--- config.mk ---
export PLATFORM = sky130hd
export DESIGN_NAME = tmr_core
export DESIGN_NICKNAME = d
export VERILOG_FILES = /design/src/hw/tmr_pkg.sv /design/src/hw/tmr_core.sv
export VERILOG_INCLUDE_DIRS = /design/src /design/src/hw
export SDC_FILE = /design/constraint.sdc
export NUM_CORES = 1
export LEC_CHECK = 0
export ABC_CLOCK_PERIOD_IN_PS = 6690
export BUFFER_PORTS_ARGS = -buffer_cell sky130_fd_sc_hd__buf_4
export CAP_MARGIN = 25
export CELL_PAD_IN_SITES_DETAIL_PLACEMENT = 2
export CELL_PAD_IN_SITES_GLOBAL_PLACEMENT = 2
export CORE_AREA = 5 5 106 108
export CTS_CLUSTER_DIAMETER = 40
export DETAILED_ROUTE_END_ITERATION = 10
export DIE_AREA = 0 0 111 113
export PLACE_DENSITY_LB_ADDON = 0.1
export SLEW_MARGIN = 10
export SYNTH_ARGS = -nofsm -noshare
export SYNTH_HDL_FRONTEND = slang
export SYNTH_HIERARCHICAL = 1
export SYNTH_SLANG_ARGS = --single-unit
--- constraint.sdc ---
create_clock -name SYS_CLK -period 6.69 [get_ports SYS_CLK]
set_input_delay 0.3345 -clock SYS_CLK [delete_from_list [all_inputs] [get_ports SYS_CLK]]
set_output_delay 0.3345 -clock SYS_CLK [all_outputs]
set_load 0.02 [all_outputs]
--- src/hw/tmr_defines.svh ---
// register offsets, field positions and timing constants of the reload/compare timer
`ifndef TMR_DEFINES_SVH
`define TMR_DEFINES_SVH
`define ADDR_MODE 8'hC9
`define ADDR_RCMP_LO 8'hCA
`define ADDR_RCMP_HI 8'hCB
`define ADDR_CNT_LO 8'hCC
`define ADDR_CNT_HI 8'hCD
`define ADDR_CTRL 8'hC8
`define ADDR_IRQ_STAT 8'hD0
`define ADDR_IRQ_MASK 8'hD1
`define BIT_RELOAD_EN 7
`define BIT_CAP_CLR 3
`define BIT_MATCH_CLR 2
`define BIT_FLAG 7
`define BIT_RUN 2
`define BIT_MODE 0
`define BYTE_ZERO 8'h00
`define CNT_ZERO 16'h0000
`define CNT_ONE 16'h0001
`define CNT_MAX 16'hFFFF
`define PRE_ZERO 9'h000
`define PRE_ONE 9'h001
`define IRQ_OVF 0
`define IRQ_MATCH 1
`define IRQ_CAP_CLR 2
`define PRE_HI 6
`define PRE_LO 4
`define TRIG_HI 1
`define TRIG_LO 0
`define TRIG_OVF 2'h0
`define TRIG_CAP0 2'h1
`define TRIG_CAP1 2'h2
`define CAP_CH0 0
`define CAP_CH1 1
`define CAP_CH2 2
`define DIV_1 3'h0
`define DIV_4 3'h1
`define DIV_16 3'h2
`define DIV_32 3'h3
`define DIV_64 3'h4
`define DIV_128 3'h5
`define DIV_256 3'h6
`define PRE_LAST_1 9'h000
`define PRE_LAST_4 9'h003
`define PRE_LAST_16 9'h00F
`define PRE_LAST_32 9'h01F
`define PRE_LAST_64 9'h03F
`define PRE_LAST_128 9'h07F
`define PRE_LAST_256 9'h0FF
`define PRE_LAST_512 9'h1FF
`define STAT_HI 2
`define STAT_LO 0
`define STAT_ZERO 3'h0
`define STAT_PAD 5'h00
`define CTRL_PAD4 4'h0
`define CNT_LO_MSB 7
`define CNT_LO_LSB 0
`define CNT_HI_MSB 15
`define CNT_HI_LSB 8
`endif

--- src/hw/tmr_pkg.sv ---
// types shared by the reload/compare timer
package tmr_pkg;
    typedef struct packed {
        logic [7:0] addr;
        logic [7:0] wdata;
        logic wr;
        logic rd;
    } bus_req_s;
    typedef struct packed {
        logic [2:0] cap;
    } cap_evt_s;
endpackage
--- src/hw/tmr_core.sv ---
// 16-bit timer with prescaler, reload/compare pair and register port
//
// Added by the designer: the strobed register port.
`timescale 1ns/1ps
`include "tmr_defines.svh"
// Notes on behaviour
// RULE1 - reload enable 0 blocks any reload; 1 lets reload events load counter
// RULE2 - prescale codes 0..7 divide clock by 1,4,16,32,64,128,256,512
// RULE3 - capture auto-clear zeros counter on each capture event
// RULE4 - capture auto-clear acts only in auto-reload mode
// RULE5 - match auto-clear zeros counter after compare match
// RULE6 - match auto-clear acts only in compare mode
// RULE7 - trigger select: overflow, capture 0, capture 1, capture 2
// RULE8 - two reload/compare bytes form one 16-bit compare or reload value
// RULE9 - counter is 16 bits, accessed as low and high byte registers
// RULE10 - software should stop the timer before byte access to counter
// RULE11 - auto-reload mode loads reload value on the selected event
// RULE12 - with capture auto-clear a capture only zeros, never reloads
// RULE13 - mode, reload/compare and counter bytes reset to zero
// RULE14 - run bit clear holds count; set lets ticks advance it (here a capture still clears or reloads a stopped count)
// RULE15 - mode bit 0 auto-reload, 1 compare
// RULE16 - overflow flag set on overflow or match, cleared only by software
// RULE17 - compare mode detects counter equal to compare value, sets flag
// RULE18 - counter adds one per tick, wraps FFFF to 0000 with overflow event
module tmr_core (
    // clock and reset
    input wire logic SYS_CLK,
    input wire logic ARST_N,
    // register port
    input wire tmr_pkg::bus_req_s BUS,
    output logic [7:0] RDATA,
    // capture event strobes from the capture channels
    input wire tmr_pkg::cap_evt_s CAP,
    // flag and interrupt
    output logic FLAG,
    output logic IRQ
);
    import tmr_pkg::*;

    // register contents
    logic [7:0] mode_ff;
    logic [7:0] rcmp_lo_ff;
    logic [7:0] rcmp_hi_ff;
    logic [2:0] mask_ff;
    logic [15:0] cnt_ff;
    logic [8:0] pre_ff;
    logic run_ff;
    logic cmp_mode_ff;
    logic flag_ff;
    logic [2:0] stat_ff;
    logic [7:0] rdata_ff;
    logic irq_ff;

    // fields of the mode register
    wire reload_enable = mode_ff[`BIT_RELOAD_EN];
    wire [2:0] prescale_select = mode_ff[`PRE_HI:`PRE_LO];
    wire capture_auto_clear = mode_ff[`BIT_CAP_CLR];
    wire match_auto_clear = mode_ff[`BIT_MATCH_CLR];
    wire [1:0] reload_trigger_select = mode_ff[`TRIG_HI:`TRIG_LO];

    // register write decode
    wire wr_mode = BUS.wr && (BUS.addr == `ADDR_MODE);
    wire wr_rlo = BUS.wr && (BUS.addr == `ADDR_RCMP_LO);
    wire wr_rhi = BUS.wr && (BUS.addr == `ADDR_RCMP_HI);
    wire wr_clo = BUS.wr && (BUS.addr == `ADDR_CNT_LO);
    wire wr_chi = BUS.wr && (BUS.addr == `ADDR_CNT_HI);
    wire wr_ctrl = BUS.wr && (BUS.addr == `ADDR_CTRL);
    wire wr_stat = BUS.wr && (BUS.addr == `ADDR_IRQ_STAT);
    wire wr_mask = BUS.wr && (BUS.addr == `ADDR_IRQ_MASK);

    // write data fields
    wire [2:0] wdata_stat = BUS.wdata[`STAT_HI:`STAT_LO];
    wire wdata_flag = BUS.wdata[`BIT_FLAG];
    wire wdata_run = BUS.wdata[`BIT_RUN];
    wire wdata_mode = BUS.wdata[`BIT_MODE];

    // mode register
    tmr_byte_reg #(.W(8)) u_mode (
        .clk(SYS_CLK),
        .arst_n(ARST_N),
        .we(wr_mode),
        .d(BUS.wdata),
        .q(mode_ff)
    ); // [RULE13]

    // reload/compare low byte
    tmr_byte_reg #(.W(8)) u_rcmp_lo (
        .clk(SYS_CLK),
        .arst_n(ARST_N),
        .we(wr_rlo),
        .d(BUS.wdata),
        .q(rcmp_lo_ff)
    ); // [RULE13]

    // reload/compare high byte
    tmr_byte_reg #(.W(8)) u_rcmp_hi (
        .clk(SYS_CLK),
        .arst_n(ARST_N),
        .we(wr_rhi),
        .d(BUS.wdata),
        .q(rcmp_hi_ff)
    ); // [RULE13]

    // interrupt mask
    tmr_byte_reg #(.W(3)) u_mask (
        .clk(SYS_CLK),
        .arst_n(ARST_N),
        .we(wr_mask),
        .d(wdata_stat),
        .q(mask_ff)
    );

    // prescaler end count for the selected divide ratio
    logic [8:0] pre_last;
    always_comb begin
        case (prescale_select) // [RULE2]
            `DIV_1: pre_last = `PRE_LAST_1;
            `DIV_4: pre_last = `PRE_LAST_4;
            `DIV_16: pre_last = `PRE_LAST_16;
            `DIV_32: pre_last = `PRE_LAST_32;
            `DIV_64: pre_last = `PRE_LAST_64;
            `DIV_128: pre_last = `PRE_LAST_128;
            `DIV_256: pre_last = `PRE_LAST_256;
            default: pre_last = `PRE_LAST_512;
        endcase
    end

    // prescaler and counter tick
    wire [15:0] rcmp = {rcmp_hi_ff, rcmp_lo_ff}; // [RULE8]
    wire pre_wrap = (pre_ff >= pre_last);
    wire tick = run_ff && pre_wrap; // [RULE14]
    wire [8:0] nxt_pre = (!run_ff || pre_wrap) ? `PRE_ZERO : pre_ff + `PRE_ONE;

    // overflow, match and capture events
    // match counts only on a tick so a held count cannot retrigger
    wire ovf = tick && (cnt_ff == `CNT_MAX); // [RULE18]
    wire match = cmp_mode_ff && run_ff && (cnt_ff == rcmp); // [RULE17]
    wire match_evt = match && tick;
    wire any_cap = |CAP.cap;
    // capture clear is not gated by run, the channels sample the count anyway
    wire cap_clr = !cmp_mode_ff && capture_auto_clear && any_cap; // [RULE3] [RULE4]
    wire match_clr = cmp_mode_ff && match_auto_clear && match_evt; // [RULE5] [RULE6]

    // reload trigger select
    logic trig;
    always_comb begin
        case (reload_trigger_select) // [RULE7]
            `TRIG_OVF: trig = ovf;
            `TRIG_CAP0: trig = CAP.cap[`CAP_CH0];
            `TRIG_CAP1: trig = CAP.cap[`CAP_CH1];
            default: trig = CAP.cap[`CAP_CH2];
        endcase
    end

    // capture with auto-clear never reloads
    wire trig_is_cap = (reload_trigger_select != `TRIG_OVF);
    wire reload = !cmp_mode_ff && reload_enable && trig
        && !(capture_auto_clear && trig_is_cap); // [RULE1] [RULE11] [RULE12]

    // next counter value, a software byte write wins
    // byte writes to a running counter can tear, so software stops it first
    logic [15:0] nxt_cnt;
    always_comb begin
        nxt_cnt = cnt_ff;
        if (tick) begin
            nxt_cnt = cnt_ff + `CNT_ONE; // [RULE18]
        end
        if (match_clr || cap_clr) begin
            nxt_cnt = `CNT_ZERO;
        end else if (reload) begin
            nxt_cnt = rcmp; // [RULE11]
        end
        if (wr_clo) begin
            nxt_cnt[`CNT_LO_MSB:`CNT_LO_LSB] = BUS.wdata; // [RULE9]
        end
        if (wr_chi) begin
            nxt_cnt[`CNT_HI_MSB:`CNT_HI_LSB] = BUS.wdata; // [RULE9]
        end
    end

    // counter register
    always_ff @(posedge SYS_CLK or negedge ARST_N) begin
        if (!ARST_N) begin
            cnt_ff <= `CNT_ZERO; // [RULE13]
        end else begin
            cnt_ff <= nxt_cnt;
        end
    end

    // prescaler register, held at zero while stopped
    // a restart thus begins with a whole tick period
    always_ff @(posedge SYS_CLK or negedge ARST_N) begin
        if (!ARST_N) begin
            pre_ff <= `PRE_ZERO;
        end else begin
            pre_ff <= nxt_pre;
        end
    end

    // run and mode bits of the control register
    always_ff @(posedge SYS_CLK or negedge ARST_N) begin
        if (!ARST_N) begin
            run_ff <= 1'h0;
            cmp_mode_ff <= 1'h0;
        end else if (wr_ctrl) begin
            run_ff <= wdata_run; // [RULE14]
            cmp_mode_ff <= wdata_mode; // [RULE15]
        end
    end

    // overflow flag: software may clear it, a same-cycle event wins
    wire flag_evt = ovf || match_evt;
    wire nxt_flag = flag_evt || (wr_ctrl ? wdata_flag : flag_ff); // [RULE16]
    always_ff @(posedge SYS_CLK or negedge ARST_N) begin
        if (!ARST_N) begin
            flag_ff <= 1'h0;
        end else begin
            flag_ff <= nxt_flag;
        end
    end

    // sticky status, write one to clear, a same-cycle event wins
    // status bits: overflow, match, capture clear
    wire [2:0] evts = {cap_clr, match_evt, ovf};
    wire [2:0] nxt_stat = evts | (wr_stat ? (stat_ff & ~wdata_stat) : stat_ff);
    always_ff @(posedge SYS_CLK or negedge ARST_N) begin
        if (!ARST_N) begin
            stat_ff <= `STAT_ZERO;
        end else begin
            stat_ff <= nxt_stat;
        end
    end

    // level interrupt while an unmasked status bit is set
    // uses the next status so a clear drops the line with the status
    wire nxt_irq = |(nxt_stat & mask_ff);
    always_ff @(posedge SYS_CLK or negedge ARST_N) begin
        if (!ARST_N) begin
            irq_ff <= 1'h0;
        end else begin
            irq_ff <= nxt_irq;
        end
    end

    // readback words
    wire [7:0] ctrl_word = {flag_ff, `CTRL_PAD4, run_ff, 1'h0, cmp_mode_ff};
    wire [7:0] stat_word = {`STAT_PAD, stat_ff};
    wire [7:0] mask_word = {`STAT_PAD, mask_ff};

    // read data mux, zero when no read is under way
    logic [7:0] nxt_rdata;
    always_comb begin
        case (BUS.addr)
            `ADDR_MODE: nxt_rdata = mode_ff;
            `ADDR_RCMP_LO: nxt_rdata = rcmp_lo_ff;
            `ADDR_RCMP_HI: nxt_rdata = rcmp_hi_ff;
            `ADDR_CNT_LO: nxt_rdata = cnt_ff[`CNT_LO_MSB:`CNT_LO_LSB];
            `ADDR_CNT_HI: nxt_rdata = cnt_ff[`CNT_HI_MSB:`CNT_HI_LSB];
            `ADDR_CTRL: nxt_rdata = ctrl_word;
            `ADDR_IRQ_STAT: nxt_rdata = stat_word;
            `ADDR_IRQ_MASK: nxt_rdata = mask_word;
            default: nxt_rdata = `BYTE_ZERO;
        endcase
        if (!BUS.rd) begin
            nxt_rdata = `BYTE_ZERO;
        end
    end

    // read data register
    always_ff @(posedge SYS_CLK or negedge ARST_N) begin
        if (!ARST_N) begin
            rdata_ff <= `BYTE_ZERO;
        end else begin
            rdata_ff <= nxt_rdata;
        end
    end

    assign RDATA = rdata_ff;
    assign FLAG = flag_ff;
    assign IRQ = irq_ff;
endmodule

// software register with write enable, cleared by reset
module tmr_byte_reg #(
    parameter int W = 8
) (
    // clock and reset
    input wire logic clk,
    input wire logic arst_n,
    // write port
    input wire logic we,
    input wire logic [W-1:0] d,
    // stored value
    output logic [W-1:0] q
);
    logic [W-1:0] q_ff;

    always_ff @(posedge clk or negedge arst_n) begin
        if (!arst_n) begin
            q_ff <= '0;
        end else if (we) begin
            q_ff <= d;
        end
    end

    assign q = q_ff;
endmodule

==> results of run 1 <==
-- flip-flops by register name (all words and copies together), names as in the netlist, 3 cells and up --
signal and cells:
cnt_ff 16, RDATA 8, u_rcmp_hi/q 8, u_rcmp_lo/q 8, u_mask/q 3, u_mode/q 8
pre_ff 9, stat_ff 3
-- cell families (layout without fill, tap and decap cells) --
family / Yosys count / in the layout / synth area share, %
and+or+nand+nor: 134 / 134 / 17.4
AOI/OAI and AO/OA: 86 / 86 / 13.9
DFF: 67 / 67 / 39.3
muxes: 47 / 47 / 14.5
xor gates and xnor gates: 37 / 37 / 7.59
buffers and inverters: 32 / 62 / 4.19
adders and majority gates: 11 / 11 / 3.22
-- worst register-to-register path, stage by stage, from the launching register on --
cell,delay (ns)
dfrtp_1,0.45
or3_1,0.42
ha_1,0.28
nand2b_1,0.15
a41oi_1,0.26
o211ai_1,0.24
a41oi_4,0.75
nor2_1,0.12
a211o_1,0.31
a31oi_1,0.16
-- layout make-up --
cell class,instances,area [um^2],area share (%)
Timing Repair Buffer,34,259,5.46
Multi-Input combinational cell,315,2420,51.0
Tap cell,136,170,3.59
Clock inverter,2,10.0,0.211
Inverter,12,45.0,0.950
Clock buffer,14,163,3.43
Sequential cell,67,1680,35.4
-- synth_stat cells, types with 8 or more instances --
master,instances,area (um^2)
xnor2_1,24,210
o21ai_0,20,100
inv_1,12,45.0
mux2_2,8,90.1
dfrtp_1,67,1680
nand3_1,16,80.1
mux2i_1,14,140
nor2_1,28,105
buf_2,8,40.0
xor2_1,13,114
nand4_1,10,62.6
a21oi_1,17,85.1
nand2_1,37,139
a22oi_1,9,67.6
ha_1,11,138
mux2_4,24,360
a211o_1,8,70.1
-- per-stage QoR --
stage               hold WS (ns)  setup slack [ns]  total power, mW  util [%]  cell area [um^2]
global placement           0.498              3.63            0.966      44.9              4550
floorplan                 0.0389              4.16            0.862         -              4270
detailed placement         0.514              3.46            0.994      45.0              4560
finish                    0.0885              3.46             1.31      46.8              4740
global route               0.161              3.22             1.39      46.8              4740
CTS                        0.118              3.44             1.32      46.7              4730
-- power breakdown --
group | switching, mW | leakage [nW] | internal [mW]
registers | 0.118 | 0.881 | 0.460
clock network | 0.166 | 0.0905 | 0.154
logic | 0.222 | 1.13 | 0.188
-- worst min path at each step --
| stage | startpoint | slack, ns | depth (start not counted) | end |
|---|---|---|---|---|
| global placement | u_mode/q[2]$_DFFE_PN0P_ | 0.50 | 1 | u_mode/q[2]$_DFFE_PN0P_ |
| detailed placement | ARST_N | 0.51 | 1 | pre_ff[6]$_DFF_PN0_ |
| finish | ARST_N | 0.09 | 1 | pre_ff[6]$_DFF_PN0_ |
| floorplan | ARST_N | 0.04 | 0 | FLAG$_DFF_PN0_ |
| global route | ARST_N | 0.16 | 1 | pre_ff[1]$_DFF_PN0_ |
| CTS | ARST_N | 0.12 | 1 | pre_ff[6]$_DFF_PN0_ |
-- metal layers --
metal	wire length [um]	up-vias	global-route usage, %
li1	-	1555	-
met1	6270	1781	29.1
met2	6830	49	38.2
met3	415	23	4.97
met4	405	0	9.77
met5	0	-	0
==> flow_metrics.env, run 1 <==
export IMPL_status="complete, no violations"
export IMPL_wire_per_inst_um=24.0
export IMPL_rr_startpoint="u_mode/q[4]$_DFFE_PN0P_"
export IMPL_die_area_mm2=0.0125
export IMPL_grt_first_pass_wirelength_um=22200
export IMPL_finalWeightedCongestion=0.811
export IMPL_via_count=3408
export IMPL_max_cap_violations=0
export IMPL_stdcell_count=580
export IMPL_crit_family="compound AO/OA/AOI/OAI gates"
export IMPL_crit_fanout=27
export IMPL_grt_ovfl_total=0
export IMPL_fill_cells=1082
export IMPL_syn_nets=448
export IMPL_clk_pin_slew_ns=0.08
export IMPL_ys_types=60
export IMPL_rsz0062_at_grt="false"
export IMPL_post_route_period_util_pct=48.2
export IMPL_endpoint="cnt_ff[2]$_DFFE_PN0P_"
export IMPL_core_area_mm2=0.0101
export IMPL_worst_ep_required_time_ns=6.98
export IMPL_syn_area_mm2=0.00427
export IMPL_async_flop_share_pct=100
export IMPL_tightest_slew_ns=0.895
export IMPL_final_common_cell="dfrtp_1"
export IMPL_slew_headroom_pct=40.1
export IMPL_critical_path_startpoint="u_mode/q[4]$_DFFE_PN0P_"
export IMPL_peakVddDrop_uv=172
export IMPL_die_x_um=111
export IMPL_hold_viol_final=0
export IMPL_area_delta_synth_final_pct=11.1
export IMPL_fin_crit_ns=3.23
export IMPL_worst_setup_path_type="reg2reg"
export IMPL_cts_max_level=3
export IMPL_setup_viol=0
export IMPL_drv_slew=0
export IMPL_first_global_vias=3870
export IMPL_startpoint_type="flip-flop"
export IMPL_r2r_end="cnt_ff[2]$_DFFE_PN0P_"
export IMPL_clock_latency_ns=0.37
export IMPL_ys_ff_latch=67
export IMPL_max_freq_ghz=0.310
export IMPL_cp_depth=9
export IMPL_cts_sinks=67
export IMPL_drive_gt1_share_pct=21.6
export IMPL_pwr_density_cell_mw_per_mm2=276
export IMPL_die_h_um=113
export IMPL_grt_usage_pct=23.0
export IMPL_p_leak_nw=2.10
export IMPL_dp_cells=563
export IMPL_critPathCaptureType="flip-flop"
export IMPL_synthCells=414
export IMPL_holdBufCountCts=0
export IMPL_cts_tree="built"
export IMPL_grt_max_degree=68
export IMPL_skew_ns=0.0148
export IMPL_start_util_pct=42.1
export IMPL_hpwlAfterDp_um=10100
export IMPL_crit_chain="or3_1 > ha_1 > nand2b_1 > a41oi_1 > o211ai_1 > a41oi_4 > nor2_1 > a211o_1 > a31oi_1"
export IMPL_post_cts_resized=0
export IMPL_ys_warn_count=6
export IMPL_drc=0
export IMPL_postRouteAntennaNets=0
export IMPL_cts_inserted_buffers=9
export IMPL_ios=33
export IMPL_portBuffers=32
export IMPL_rrSetupSlack_ns=3.46
export IMPL_viasPerCell=5.88
export IMPL_ys_flop_type="dfrtp_1"
export IMPL_r2r_cells=9
export IMPL_arrival_ns=3.51
export IMPL_cts_buffer_depth=2
export IMPL_drt_wl_total_um=13900
export IMPL_min_path_type="in2async"
export IMPL_final_cell_mix="dfrtp_1, nand2_1, buf_4, nor2_1"
export IMPL_num_antenna_cells=0
export IMPL_firstDrtPassIters=4
export IMPL_cts_root_buffer="clkbuf_8"
export IMPL_path_buf_inv=0
export IMPL_avgSynthCellArea_um2=10.3
export IMPL_nets=473
export IMPL_antenna_found_initial=0
export IMPL_row_count=37
export IMPL_synth_edf_count=0
export IMPL_post_cts_buffers=0
export IMPL_seq_area_frac_synth_pct=39.3
export IMPL_critPathSlowestCell="a41oi_4"
export IMPL_fin_tns_setup_ns=0
export IMPL_cp_slowest_stage_delay_ns=0.75
export IMPL_dr_first_iter_drc_count=165
Power figures use the tool's default switching activity.
==> inputs of run 2 (changes only) <==
ABC_CLOCK_PERIOD_IN_PS = 3000   (was 6690)
CORE_AREA = 5 5 110 112   (was 5 5 106 108)
DIE_AREA = 0 0 115 117   (was 0 0 111 113)
clock period = 3 ns   (was 6.69 ns; I/O delays follow)
==> run 2 against run 1 <==
Effect of this change: die area rose by 7.3%; critical path depth unchanged; global-route usage shrank 0.99 points; sequential cell count unchanged; combinational power rose to 2.5 times the previous value; total power grew to 2.6 times the previous value; register-to-register slack worse by 3.2 ns.
==> flow_metrics.env, run 2 (synthesis gave the netlist of run 1 again) <==
export IMPL_slew_headroom_pct=39.9
export IMPL_die_h_um=117
export IMPL_arrival_ns=3.04
export IMPL_antenna_found_initial=0
export IMPL_status="complete, no violations"
export IMPL_final_cell_mix="dfrtp_1, buf_4, nand2_1, nor2_1"
export IMPL_grt_first_pass_wirelength_um=22300
export IMPL_via_count=3426
export IMPL_post_route_period_util_pct=92.5
export IMPL_die_area_mm2=0.0135
export IMPL_area_delta_synth_final_pct=18.5
export IMPL_min_path_type="in2reg"
export IMPL_clock_latency_ns=0.34
export IMPL_cp_slowest_stage_delay_ns=0.48
export IMPL_cts_tree="built"
export IMPL_num_antenna_cells=0
export IMPL_power_total_mw=3.45
export IMPL_crit_family="compound AO/OA/AOI/OAI gates"
export IMPL_setup_viol=0
export IMPL_core_area_mm2=0.0111
export IMPL_finalWeightedCongestion=0.811
export IMPL_largest_reg_flops=16
export IMPL_skew_ns=0.00801
export IMPL_viasPerCell=5.70
export IMPL_dr_first_iter_drc_count=188
export IMPL_cp_depth=9
export IMPL_pwr_density_cell_mw_per_mm2=683
export IMPL_ios=33
export IMPL_grt_usage_pct=22.0
export IMPL_first_global_vias=3799
export IMPL_top_register="cnt_ff"
export IMPL_p_seq_share_pct=36.2
export IMPL_path_buf_inv=1
export IMPL_firstDrtPassIters=4
export IMPL_drc=0
export IMPL_crit_fanout=6
export IMPL_stdcell_count=601
export IMPL_max_freq_ghz=0.360
export IMPL_max_cap_violations=0
export IMPL_nets=487
export IMPL_final_common_cell="dfrtp_1"
export IMPL_drt_wl_total_um=14100
export IMPL_cts_sinks=67
export IMPL_p_switching_mw=1.20
export IMPL_critPathCaptureType="flip-flop"
export IMPL_critPathSlowestCell="o31ai_1"
export IMPL_critical_path_startpoint="u_mode/q[4]$_DFFE_PN0P_"
export IMPL_portBuffers=32
export IMPL_cts_buffer_depth=2
export IMPL_cts_inserted_buffers=9
export IMPL_r2r_end="IRQ$_DFF_PN0_"
export IMPL_hold_viol_final=0
export IMPL_tightest_slew_ns=0.902
export IMPL_fin_crit_ns=2.78
export IMPL_r2r_cells=9
export IMPL_intPower_mw=2.26
export IMPL_endpoint="IRQ$_DFF_PN0_"
export IMPL_top_regs="cnt_ff: 16 flops, pre_ff: 9 flops"
export IMPL_cts_max_level=3
export IMPL_p_leak_nw=2.25
export IMPL_crit_chain="or3_1 > ha_1 > nand2b_1 > a41oi_1 > o211ai_1 > nand2_1 > o31ai_1 > a222oi_1 > inv_1"
export IMPL_rr_startpoint="u_mode/q[4]$_DFFE_PN0P_"
export IMPL_hpwlAfterDp_um=10200
export IMPL_startpoint_type="flip-flop"
export IMPL_drive_gt1_share_pct=24.7
export IMPL_cts_root_buffer="clkbuf_16"
export IMPL_grt_ovfl_total=0
export IMPL_wire_per_inst_um=23.4
export IMPL_dp_cells=583
export IMPL_peakVddDrop_uv=293
export IMPL_drv_slew=0
export IMPL_postRouteAntennaNets=0
export IMPL_worst_ep_required_time_ns=3.27
export IMPL_combPwrFrac_pct=29.8
export IMPL_start_util_pct=38.4
export IMPL_switching_share_pct=34.6
export IMPL_clk_pin_slew_ns=0.06
export IMPL_pwr_share_clk_pct=34.1
export IMPL_die_x_um=115
export IMPL_worst_setup_path_type="reg2reg"
export IMPL_rsz0062_at_grt="true"
export IMPL_grt_max_degree=68
export IMPL_row_count=39
export IMPL_rrSetupSlack_ns=0.22
==> run 2: cell types whose count changed in the layout (fill, tap and decap cells not counted), sizes merged <==
cell / delta
buf: +13
bufinv: +2
clkbuf: -3
clkinv: -1
clkinvlp: +1
dlygate4sd3: +1
inv: +1
==> run 2: final cells by class <==
type | count | area, um^2
fillers | 1174 | 6070
multi-input cells | 315 | 2440
flip-flops and latches | 67 | 1680
repair buffers | 48 | 388
clock buffers | 11 | 243
well taps | 143 | 179
clock inverters | 5 | 85.1
inverters | 12 | 45.0
==> run 2: worst min-delay path by stage <==
stage | end | startpoint | slack [ns] | cells after the start
after global placement | pre_ff[2]$_DFF_PN0_ | ARST_N | 0.33 | 1
after global routing | RDATA[7]$_DFF_PN0_ | BUS[0] | 0.05 | 2
after floorplan | FLAG$_DFF_PN0_ | ARST_N | -0.15 | 0
final | RDATA[7]$_DFF_PN0_ | BUS[0] | 0.04 | 2
after detailed placement | pre_ff[8]$_DFF_PN0_ | ARST_N | 0.34 | 1
after CTS | RDATA[7]$_DFF_PN0_ | BUS[0] | 0.03 | 2
==> run 2: what timing repair did <==
item | 4_1_cts | 5_1_grt
gates resized for setup | 1 | 2
gates cloned | 0 | 0
buffers inserted | 0 | 1
hold endpoints to repair | 67 | 0
hold buffers | 1 | 0
pin swaps | 0 | 3
setup endpoints to repair | 1 | 8
==> run 2: power by group through the flow <==
stage                     Sequential (mW)  Combinational (mW)  Clock (mW)
after floorplan                      1.13               0.789           0
after global placement               1.26               0.974           0
after detailed placement             1.26                1.02           0
after CTS                            1.25                1.04        1.19
after global routing                 1.27                1.13        1.24
final                                1.25                1.03        1.18
==> run 2: metal layers <==
layer	track usage [%]	wire length [um]	vias to the layer above	share of wire, %
met1	29.6	6640	1762	47
met3	2.52	419	16	3.0
li1	-	-	1592	-
met4	7.98	238	0	1.7
met5	0	0	-	0
met2	36.8	6780	56	48
==> run 2: metrics by stage <==
step / utilization [%] / area, um^2 / hold WS (ns) / worst slack, ns / TNS [ns]
detailed placement: 42.0 / 4680 / 0.336 / 0.121 / 0
finish: 45.4 / 5060 / 0.0382 / 0.225 / 0
CTS: 45.1 / 5020 / 0.0333 / 0.105 / 0
global placement: 42.0 / 4680 / 0.329 / 0.163 / 0
floorplan: - / 4270 / -0.146 / 0.467 / 0
global route: 45.4 / 5060 / 0.0469 / -0.00167 / -0.00167
